===== config.mk =====
export PLATFORM = sky130hd
export DESIGN_NAME = bop_options
export DESIGN_NICKNAME = d
export VERILOG_FILES = /design/src/hdl/bop_pkg.sv /design/src/hdl/bop_options.sv
export SDC_FILE = /design/constraint.sdc
export NUM_CORES = 1
export LEC_CHECK = 0
export ABC_AREA = 1
export BUFFER_PORTS_ARGS = -buffer_cell sky130_fd_sc_hd__buf_2
export CAP_MARGIN = 30
export CELL_PAD_IN_SITES_DETAIL_PLACEMENT = 1
export CELL_PAD_IN_SITES_GLOBAL_PLACEMENT = 1
export CORE_UTILIZATION = 34
export DETAILED_ROUTE_END_ITERATION = 10
export PLACE_DENSITY = 0.93
export SLEW_MARGIN = 20
export SYNTH_ARGS = -nofsm -noshare
export SYNTH_HDL_FRONTEND = slang
export SYNTH_SLANG_ARGS = --single-unit
export TNS_END_PERCENT = 50

===== constraint.sdc =====
create_clock -name ref_clk_in -period 4.3 [get_ports ref_clk_in]
set_input_delay 0 -clock ref_clk_in [delete_from_list [all_inputs] [get_ports ref_clk_in]]
set_output_delay 0 -clock ref_clk_in [all_outputs]
set_load 0.02 [all_outputs]

===== src/hdl/bop_pkg.sv =====
package bop_pkg;
    // register map
    localparam logic [7:0]  BOP_OFFSET       = 8'h20;
    localparam logic [7:0]  BOP_ADDR_MASK    = 8'hFC;
    // field positions
    localparam int          BOP_IRMC_BIT     = 31;
    localparam int          BOP_CMC_BIT      = 30;
    localparam int          BOP_ISC_BIT      = 29;
    localparam int          BOP_BMC_BIT      = 28;
    localparam int          BOP_PMC_BIT      = 27;
    localparam int          BOP_ACC_LSB      = 16;
    localparam int          BOP_REQ_LSB      = 12;
    localparam int          BOP_GEN_LSB      = 6;
    localparam int          BOP_SPD_LSB      = 0;
    // reset values and constants
    localparam logic [3:0]  BOP_REQ_DEFAULT  = 4'hA;
    localparam logic [3:0]  BOP_REQ_MIN      = 4'h8;
    localparam logic [2:0]  BOP_SPD_CODE     = 3'h2;
    localparam logic [4:0]  BOP_CAPS_DEFAULT = 5'h00;
    localparam logic [7:0]  BOP_ACC_DEFAULT  = 8'h00;
    localparam logic [1:0]  BOP_GEN_DEFAULT  = 2'h0;
    localparam logic [1:0]  BOP_GEN_STEP     = 2'h1;
    localparam logic [31:0] BOP_SIZE_ONE     = 32'h0000_0001;

    // host register access carrier
    typedef struct packed {
        logic        wr;
        logic        rd;
        logic [7:0]  addr;
        logic [31:0] wdata;
    } bop_req_t;
endpackage


===== src/hdl/bop_options.sv =====
`timescale 1ns/100ps
// Summary of operation
// - register at offset 20h, second bus info quadlet
// - reserved bits read zero, writes ignored
// - bits 30..28 plain capability storage
// - bit 27 advertises power management support
// - bits 23..16 store clock accuracy verbatim
// - request size is two to field plus one
// - hardware reset loads 2048 byte code
// - oversize block write may earn type error
// - generation advances after ROM change
// - link speed reads constant 010
// - size field reset only by hardware or global reset
module bop_options (
    input  wire logic             ref_clk_in,
    input  wire logic             nrst_in,
    input  wire logic             global_power_on_reset_in,
    input  wire logic             soft_reset_in,
    input  wire bop_pkg::bop_req_t req_in,
    input  wire logic             link_active_enable_in,
    input  wire logic             rom_changed_in,
    input  wire logic             bus_reset_in,
    input  wire logic             blk_wr_in,
    input  wire logic [15:0]      blk_len_in,
    output logic [31:0]           rdata_out,
    output logic                  ack_type_error_out,
    output logic [31:0]           rom_quadlet_out
);
    import bop_pkg::*;

    logic [4:0]  caps;
    logic [7:0]  accuracy;
    logic [3:0]  req_size;
    logic [1:0]  generation;
    logic        rom_dirty;
    logic        hit_wr;
    logic        hard_rst;
    logic [31:0] cur_word;

    ////////////////////////////////////////////////////////////////////
    // address decode; word address matched, byte lanes ignored
    function automatic logic bop_hit(input logic [7:0] addr);
        bop_hit = (addr & BOP_ADDR_MASK) == BOP_OFFSET;
    endfunction

    assign hit_wr   = req_in.wr && bop_hit(req_in.addr);
    assign hard_rst = !nrst_in || global_power_on_reset_in;

    // bytes allowed by a request-size code; the five-bit sum keeps
    // code Fh at 64 KiB instead of wrapping to a one-byte limit
    function automatic logic [31:0] bop_max_bytes(input logic [3:0] code);
        bop_max_bytes = BOP_SIZE_ONE << ({1'b0, code} + 5'h01);
    endfunction

    ////////////////////////////////////////////////////////////////////
    // capability flags; soft reset clears them too
    always_ff @(posedge ref_clk_in) begin
        if (hard_rst || soft_reset_in) begin
            caps <= BOP_CAPS_DEFAULT;
        end else if (hit_wr) begin
            caps <= req_in.wdata[BOP_IRMC_BIT -: 5];
        end
    end

    // clock accuracy, stored verbatim
    always_ff @(posedge ref_clk_in) begin
        if (hard_rst || soft_reset_in) begin
            accuracy <= BOP_ACC_DEFAULT;
        end else if (hit_wr) begin
            accuracy <= req_in.wdata[BOP_ACC_LSB +: 8];
        end
    end

    // request size: only global/hardware reset restores it
    always_ff @(posedge ref_clk_in) begin
        if (hard_rst) begin
            req_size <= BOP_REQ_DEFAULT;
        end else if (hit_wr) begin
            req_size <= req_in.wdata[BOP_REQ_LSB +: 4];
        end
    end

    ////////////////////////////////////////////////////////////////////
    // generation: rom change arms, next bus reset advances
    always_ff @(posedge ref_clk_in) begin
        if (hard_rst || soft_reset_in) begin
            rom_dirty <= 1'b0;
        end else if (bus_reset_in) begin
            rom_dirty <= rom_changed_in; // change in same cycle not lost
        end else if (rom_changed_in) begin
            rom_dirty <= 1'b1;
        end
    end

    always_ff @(posedge ref_clk_in) begin
        if (hard_rst || soft_reset_in) begin
            generation <= BOP_GEN_DEFAULT;
        end else if (hit_wr) begin
            generation <= req_in.wdata[BOP_GEN_LSB +: 2];
        end else if (bus_reset_in && rom_dirty) begin
            generation <= generation + BOP_GEN_STEP;
        end
    end

    ////////////////////////////////////////////////////////////////////
    // assembled word; reserved and speed bits are constants
    always_comb begin
        cur_word = 32'h0000_0000;
        cur_word[BOP_IRMC_BIT -: 5]   = caps;
        cur_word[BOP_ACC_LSB +: 8]    = accuracy;
        cur_word[BOP_REQ_LSB +: 4]    = req_size;
        cur_word[BOP_GEN_LSB +: 2]    = generation;
        cur_word[BOP_SPD_LSB +: 3]    = BOP_SPD_CODE;
    end

    // registered host read data, zero off-map
    always_ff @(posedge ref_clk_in) begin
        if (!nrst_in) begin
            rdata_out <= 32'h0000_0000;
        end else if (req_in.rd && bop_hit(req_in.addr)) begin
            rdata_out <= cur_word;
        end else begin
            rdata_out <= 32'h0000_0000;
        end
    end

    // remote-visible quadlet, registered copy
    always_ff @(posedge ref_clk_in) begin
        if (!nrst_in) begin
            rom_quadlet_out <= 32'h0000_0000;
        end else begin
            rom_quadlet_out <= cur_word;
        end
    end

    // oversize block write flagged one cycle later, only while link_active_enable_in is set
    always_ff @(posedge ref_clk_in) begin
        if (!nrst_in) begin
            ack_type_error_out <= 1'b0;
        end else begin
            ack_type_error_out <= blk_wr_in && link_active_enable_in &&
                ({16'h0000, blk_len_in} > bop_max_bytes(req_size));
        end
    end

    ////////////////////////////////////////////////////////////////////
    // checks; reset terms sit in the antecedents as well, since a reset
    // seen at the starting edge changes state before the next sample

    // software keeps the size legal while the link runs
    size_min_a: assert property (
        @(posedge ref_clk_in) disable iff (!nrst_in)
        link_active_enable_in |-> req_size >= BOP_REQ_MIN)
        else $error("request size below minimum");

    // reserved ranges never reach either read path
    rsvd_zero_a: assert property (
        @(posedge ref_clk_in) disable iff (!nrst_in)
        rom_quadlet_out[26:24] == 3'h0 && rom_quadlet_out[11:8] == 4'h0 &&
        rom_quadlet_out[5:3] == 3'h0 && rdata_out[26:24] == 3'h0 &&
        rdata_out[11:8] == 4'h0 && rdata_out[5:3] == 3'h0)
        else $error("reserved bits not zero");

    // copy lags reset release by one edge, hence the past term
    speed_const_a: assert property (
        @(posedge ref_clk_in) disable iff (!nrst_in)
        $past(nrst_in) |-> rom_quadlet_out[2:0] == BOP_SPD_CODE)
        else $error("link speed wrong");

    // soft reset alone must leave the size field alone
    soft_keep_a: assert property (
        @(posedge ref_clk_in) disable iff (hard_rst)
        soft_reset_in && !hard_rst && !hit_wr |=>
        req_size == $past(req_size))
        else $error("soft reset disturbed request size");

    // either hardware reset source restores the 2048 byte code
    hard_dflt_a: assert property (
        @(posedge ref_clk_in)
        hard_rst |=> req_size == BOP_REQ_DEFAULT)
        else $error("request size default wrong");

    // hardware reset clears every output on the next edge
    rst_out_a: assert property (
        @(posedge ref_clk_in)
        !nrst_in |=> rdata_out == 32'h0000_0000 && !ack_type_error_out &&
        rom_quadlet_out == 32'h0000_0000)
        else $error("outputs not cleared by reset");

    // accuracy byte reaches the remote copy two edges on
    acc_wr_a: assert property (
        @(posedge ref_clk_in) disable iff (hard_rst)
        hit_wr && !hard_rst && !soft_reset_in |=> ##1
        rom_quadlet_out[23:16] == $past(req_in.wdata[23:16], 2))
        else $error("accuracy not stored");

    // capability and power flags are plain storage
    caps_wr_a: assert property (
        @(posedge ref_clk_in) disable iff (hard_rst)
        hit_wr && !hard_rst && !soft_reset_in |=>
        caps == $past(req_in.wdata[31:27]))
        else $error("capability flags not stored");

    // size written by the host takes effect at once
    size_wr_a: assert property (
        @(posedge ref_clk_in) disable iff (hard_rst)
        hit_wr && !hard_rst |=>
        req_size == $past(req_in.wdata[BOP_REQ_LSB +: 4]))
        else $error("request size not stored");

    // a host read returns the word assembled at the strobe
    rd_word_a: assert property (
        @(posedge ref_clk_in) disable iff (!nrst_in)
        nrst_in && req_in.rd && bop_hit(req_in.addr) |=>
        rdata_out == $past(cur_word))
        else $error("read data wrong");

    // no type error is raised while the link is down
    err_link_a: assert property (
        @(posedge ref_clk_in) disable iff (!nrst_in)
        !link_active_enable_in |=> !ack_type_error_out)
        else $error("type error with link disabled");

    // a dirty rom advances the count on the bus reset
    gen_step_a: assert property (
        @(posedge ref_clk_in) disable iff (hard_rst || soft_reset_in)
        !hard_rst && !soft_reset_in && bus_reset_in && rom_dirty &&
        !hit_wr |=> generation == $past(generation) + BOP_GEN_STEP)
        else $error("generation did not advance");

    // without bus reset or write the count holds
    gen_hold_a: assert property (
        @(posedge ref_clk_in) disable iff (hard_rst || soft_reset_in)
        !hard_rst && !soft_reset_in && !bus_reset_in && !hit_wr |=>
        $stable(generation))
        else $error("generation changed unexpectedly");

    // main scenarios: host write, rom change then bus reset,
    // oversize block write, soft reset over a changed size
    wr_cov_c: cover property (@(posedge ref_clk_in) hit_wr);
    gen_cov_c: cover property (@(posedge ref_clk_in)
        rom_changed_in ##[1:8] bus_reset_in);
    err_cov_c: cover property (@(posedge ref_clk_in) ack_type_error_out);
    soft_cov_c: cover property (@(posedge ref_clk_in)
        soft_reset_in && req_size != BOP_REQ_DEFAULT);
endmodule


Word-level counts from Yosys, hierarchy flattened

Cells that the tools add are included.

Word-level logic and storage cells: 32
Bits of input ports: 66
Register bits: 85

Magnitude comparators: 1
Shift-type cells: 1
Mux-type cells: 6
Equal/unequal tests: 1
Add/sub/neg operators: 2
Reduce and logical (&&, ||, !) cells: 11

Operators by type and width:

| kind                 | count |
|---|---|
| $gt 16x32->1         | 1 |
| $shl 1x5->32 const A | 1 |
| $mux 2               | 4 |
| $eq 6x4->1 const B   | 1 |
| $add 4x1->5 const B  | 1 |
| $logic_and 1x1->1    | 5 |
| $reduce_bool 2->1    | 2 |
| $add 2x1->2 const B  | 1 |
| $logic_or 1x1->1     | 2 |
| $mux 1               | 2 |
| $reduce_and 2->1     | 1 |
| $logic_not 1->1      | 1 |

Longest topological paths before layout

Word-level depth: 4
Mapped depth: 13
Gate-level depth less buffers: 13

Least setup slack after synthesis

No wires, ideal clock.

Path type: reg2reg
Start: reg req_size[2]
End: reg ack_type_error_out
Path slack: 2.608 ns
Stages on the path, launching flop included: 11
Data required time: 4.181 ns
Arrival time: 1.572 ns
Clock period less this slack: 1.692 ns
Path buffers: 1
Setup time: 0.119 ns
Path through: dfxtp_1 clkbuf_1 inv_1 nor2_1 nand2_1 ha_1 nand2_1 nor2_1 nand4_1 o21ai_0 a21oi_1

Longest elaborated chain between the ends: 4

Ends and longest elaborated chain:

| element                | line               | RTL |
|---|---|---|
| from (decl)            | bop_options.sv:33  | `logic [3:0] req_size;` |
| from (signal assigned) | bop_options.sv:79  | `req_size <= req_in.wdata[BOP_REQ_LSB +: 4];` |
| $add 4x1->5            | bop_options.sv:52  | `bop_max_bytes = BOP_SIZE_ONE << ({1'b0, code} + 5'h01);` |
| $shl 1x5->32           | bop_options.sv:52  |  |
| $gt 16x32->1           | bop_options.sv:142 | `({16'h0000, blk_len_in} > bop_max_bytes(req_size));` |
| $logic_and 1x1->1      | bop_options.sv:141 | `ack_type_error_out <= blk_wr_in && link_active_enable_in &&` |
| to (signal assigned)   | bop_options.sv:141 |  |
| to (decl)              | bop_options.sv:26  | `output logic ack_type_error_out,` |

Every way passes these cells.
A chain may end at the register's enable or synchronous reset.

Worst setup path after layout

Ends and elaborated chain as after synthesis.

==> results by group <==
Critical path
  – CP max stage cell: dfxtp_1
  – Family with the most delay on the worst path: simple AND/OR/NAND/NOR gates
  – Worst r2r src: req_size[2]
  – CP endpoint: ack_type_error_out
  – Critical path arrival: 2.19 ns
  – Critical path endpoint category: register
  – Crit path buffers/inverters: 1
  – Crit path from: req_size[2]
  – Maximum fanout along the worst path: 8
  – Critical path depth: 9
  – CP max stage delay: 0.46 ns
  – Kind of critical path: reg -> reg
  – R2R depth: 9
  – CP required: 4.52 ns
  – Crit-path cells: inv_1 -> nor2_1 -> nand2_1 -> ha_1 -> nand2_1 -> nor2_1 -> nand4_1 -> o21ai_0 -> a21oi_1
  – FF-to-FF End: ack_type_error_out
  – Worst setup SP type: register
  – R2R setup slack: 2.33 ns

Layout
  – Final core utilization: 0.4689
  – # fillers: 954
  – Number of diodes: 0
  – Layout Nets: 522
  – Area Overhead vs Synth: 30.54%
  – Fraction of layout cells with a size suffix above 1: 0.2950
  – Most common cell after layout, fill and taps aside: buf_2
  – Multi-input gate area: 1082 um2
  – Post-route insts no fill: 543
  – Commonest cells after routing, fill and taps aside: buf_2, nand2_1, dfxtp_1, inv_1, nor2_1
  – Register area: 1221 um2

Drt
  – Routed len/inst: 13.38 um
  – Vias: 2445
  – Routed WL: 7.265 mm
  – # DRC: 0
  – Drt pass-1 iters: 4
  – ANT nets after route: 0
  – DRT iter0 DRCs: 51
  – Vias per cell: 4.503

Run status
  – Outcome: complete, no violations

CTS
  – # resized after CTS: 0
  – Clock sinks: 61
  – H-tree depth: 3
  – Bufs on Longest Clock Path: 2
  – Clock transition at the registers of the reported paths: 0.06 ns
  – Clk_lat worst skew: 0.33 ns
  – Total setup buffers inserted after CTS: 0
  – Root Buffer: clkbuf_8
  – CTS tree: built
  – Post-CTS Hold Buffers: 22
  – CTS Buf Count: 9

Place
  – Placer Congestion: 0.7627
  – IO Port Bufs: 91
  – Hpwl dp: 5.265 mm
  – Placed Cells: 506
  – Post-placement setup slack: 2.380 ns

Yosys
  – Syn Inst Count: 326
  – Area contributors post-synth: dfxtp_1, nand2_1, ha_1
  – Ys Warns: 0
  – Synth area leader: dfxtp_1
  – Netlist cell types: 25
  – FF+latch count, synth: 61
  – Synth Area per Inst: 8.206 um2
  – Register area share after synthesis: 0.4565
  – Mapped Area: 2675 um2
  – Top-area cell type share of the netlist area: 0.4565

STA
  – Setup_tns: 0 ns
  – Setup ws final: 2.331 ns
  – RSZ-0062 raised after global routing: false
  – Slew Viols, Final: 0
  – Worst-Margin Slew: 0.5264 ns
  – Fin Clk Skew: 0.007719 ns
  – Final hold violation count: 0
  – Rel. slew slack: 0.6491
  – Endpoints failing setup: 0
  – Fmax: 507.8 MHz
  – Crit share post-route: 0.4580
  – Fin crit period: 1.969 ns

Floorplan
  – Width of the die: 90.70 um
  – Boundary Pins: 131
  – Std-Cell Rows: 31
  – Core area: 7447 um2
  – Initial Utilization: 0.3592
  – Die area: 8226 um2
  – Height of the die: 90.70 um

Pwr
  – VDD IR max: 0.1236 mV
  – Power after layout: 0.001125 W
  – PwrDens: 322.0 nW/um2
  – Pleak: 1.823 nW

GRT
  – Vias in the first global route: 2579
  – GRT Resource Usage Total: 0.1889
  – Antenna violations before repair: 0
  – Largest net degree at the start of global routing: 36
  – First-pass GRT wire length: 12.03 mm
  – GRT overflow: 0

Flow run
  – Max-Cap Viols: 0

Min path
  – Worst Hold Class: in -> reg
  – Worst Hold Depth: 5
==> per-layer routing <==
metal	global-route usage	up-vias	routed length (um)
met1	0.2023	1142	2824
met2	0.3466	101	3869
li1	-	1178	-
met5	0	-	0
met4	0.09409	0	246
met3	0.04125	24	325
==> flip-flops by register name, summed over array words and instances, names as in the netlist <==
name and flops:
rom_quadlet_out 20, caps 5, rdata_out 20, req_size 4, ack_type_error_out 1, rom_dirty 1
accuracy 8, generation 2
==> layout make-up <==
| type | count | area share |
|---|---|---|
| clock buffer | 11 | 0.04335 |
| clock inverter | 4 | 0.006808 |
| inverter | 54 | 0.05804 |
| multi-input combinational | 200 | 0.3099 |
| sequential | 61 | 0.3497 |
| tap | 99 | 0.03547 |
| timing repair buffer | 114 | 0.1967 |
==> Yosys cell counts <==
cell type / number
nand2_1: 62
o21ai_0: 5
o21ai_1: 6
buf_2: 6
o211ai_1: 1
o21ai_2: 9
clkbuf_1: 1
a21o_1: 1
nor3_1: 2
ha_1: 16
nand3_1: 3
buf_4: 24
inv_2: 2
nand3_4: 1
nor2_2: 1
a21oi_1: 17
dfxtp_1: 61
nor2_4: 1
nand4_1: 5
conb_1: 1
nor2_1: 35
nor2_8: 1
inv_1: 52
a21oi_2: 9
buf_6: 4
==> metrics by stage <==
step	hold slack (ns)	area [um2]
global route	0.06215	3492
detailed placement	0.2377	3097
floorplan	0.02772	2765
finish	0.05803	3492
CTS	0.03984	3492
global placement	0.2223	3085
==> where the power goes <==
group	internal (W)	switching, W
clock	0.000235	0.000212
sequential	0.000568	0.00000105
combinational	0.0000454	0.0000633
total	0.000848	0.000277
==> logic make-up (layout without fill, tap and decap cells) <==
| kind of cell | after synthesis | count (layout) | synth area share |
|---|---|---|---|
| adder cells (fa/ha/maj) | 16 | 16 | 0.07484 |
| other | 1 | 25 | 0.001402 |
| AND/OR/NAND/NOR | 111 | 111 | 0.1777 |
| AO/OA/AOI/OAI | 48 | 48 | 0.1169 |
| flip-flops | 61 | 61 | 0.4565 |
| buffers and inverters | 89 | 183 | 0.1726 |
==> worst min path at each step <==
stage	slack, ns	start	end
2_1_floorplan	0.03	nrst_in	rom_quadlet_out[1]
3_3_place_gp	0.22	req_in[15]	req_size[3]
3_5_place_dp	0.24	req_in[13]	req_size[1]
4_1_cts	0.04	link_active_enable_in	ack_type_error_out
5_1_grt	0.06	nrst_in	rom_quadlet_out[1]
6_report	0.06	link_active_enable_in	ack_type_error_out
==> worst reg2reg max path: cells and delay by family, from the launching register on <==
kind	cells	cell delay (ns)
AOI/OAI and AO/OA	2	0.23
adders and majority gates	1	0.33
buffers and inverters	1	0.16
DFF	1	0.46
and+or+nand+nor	5	0.68
Power figures use the tool's default switching activity.
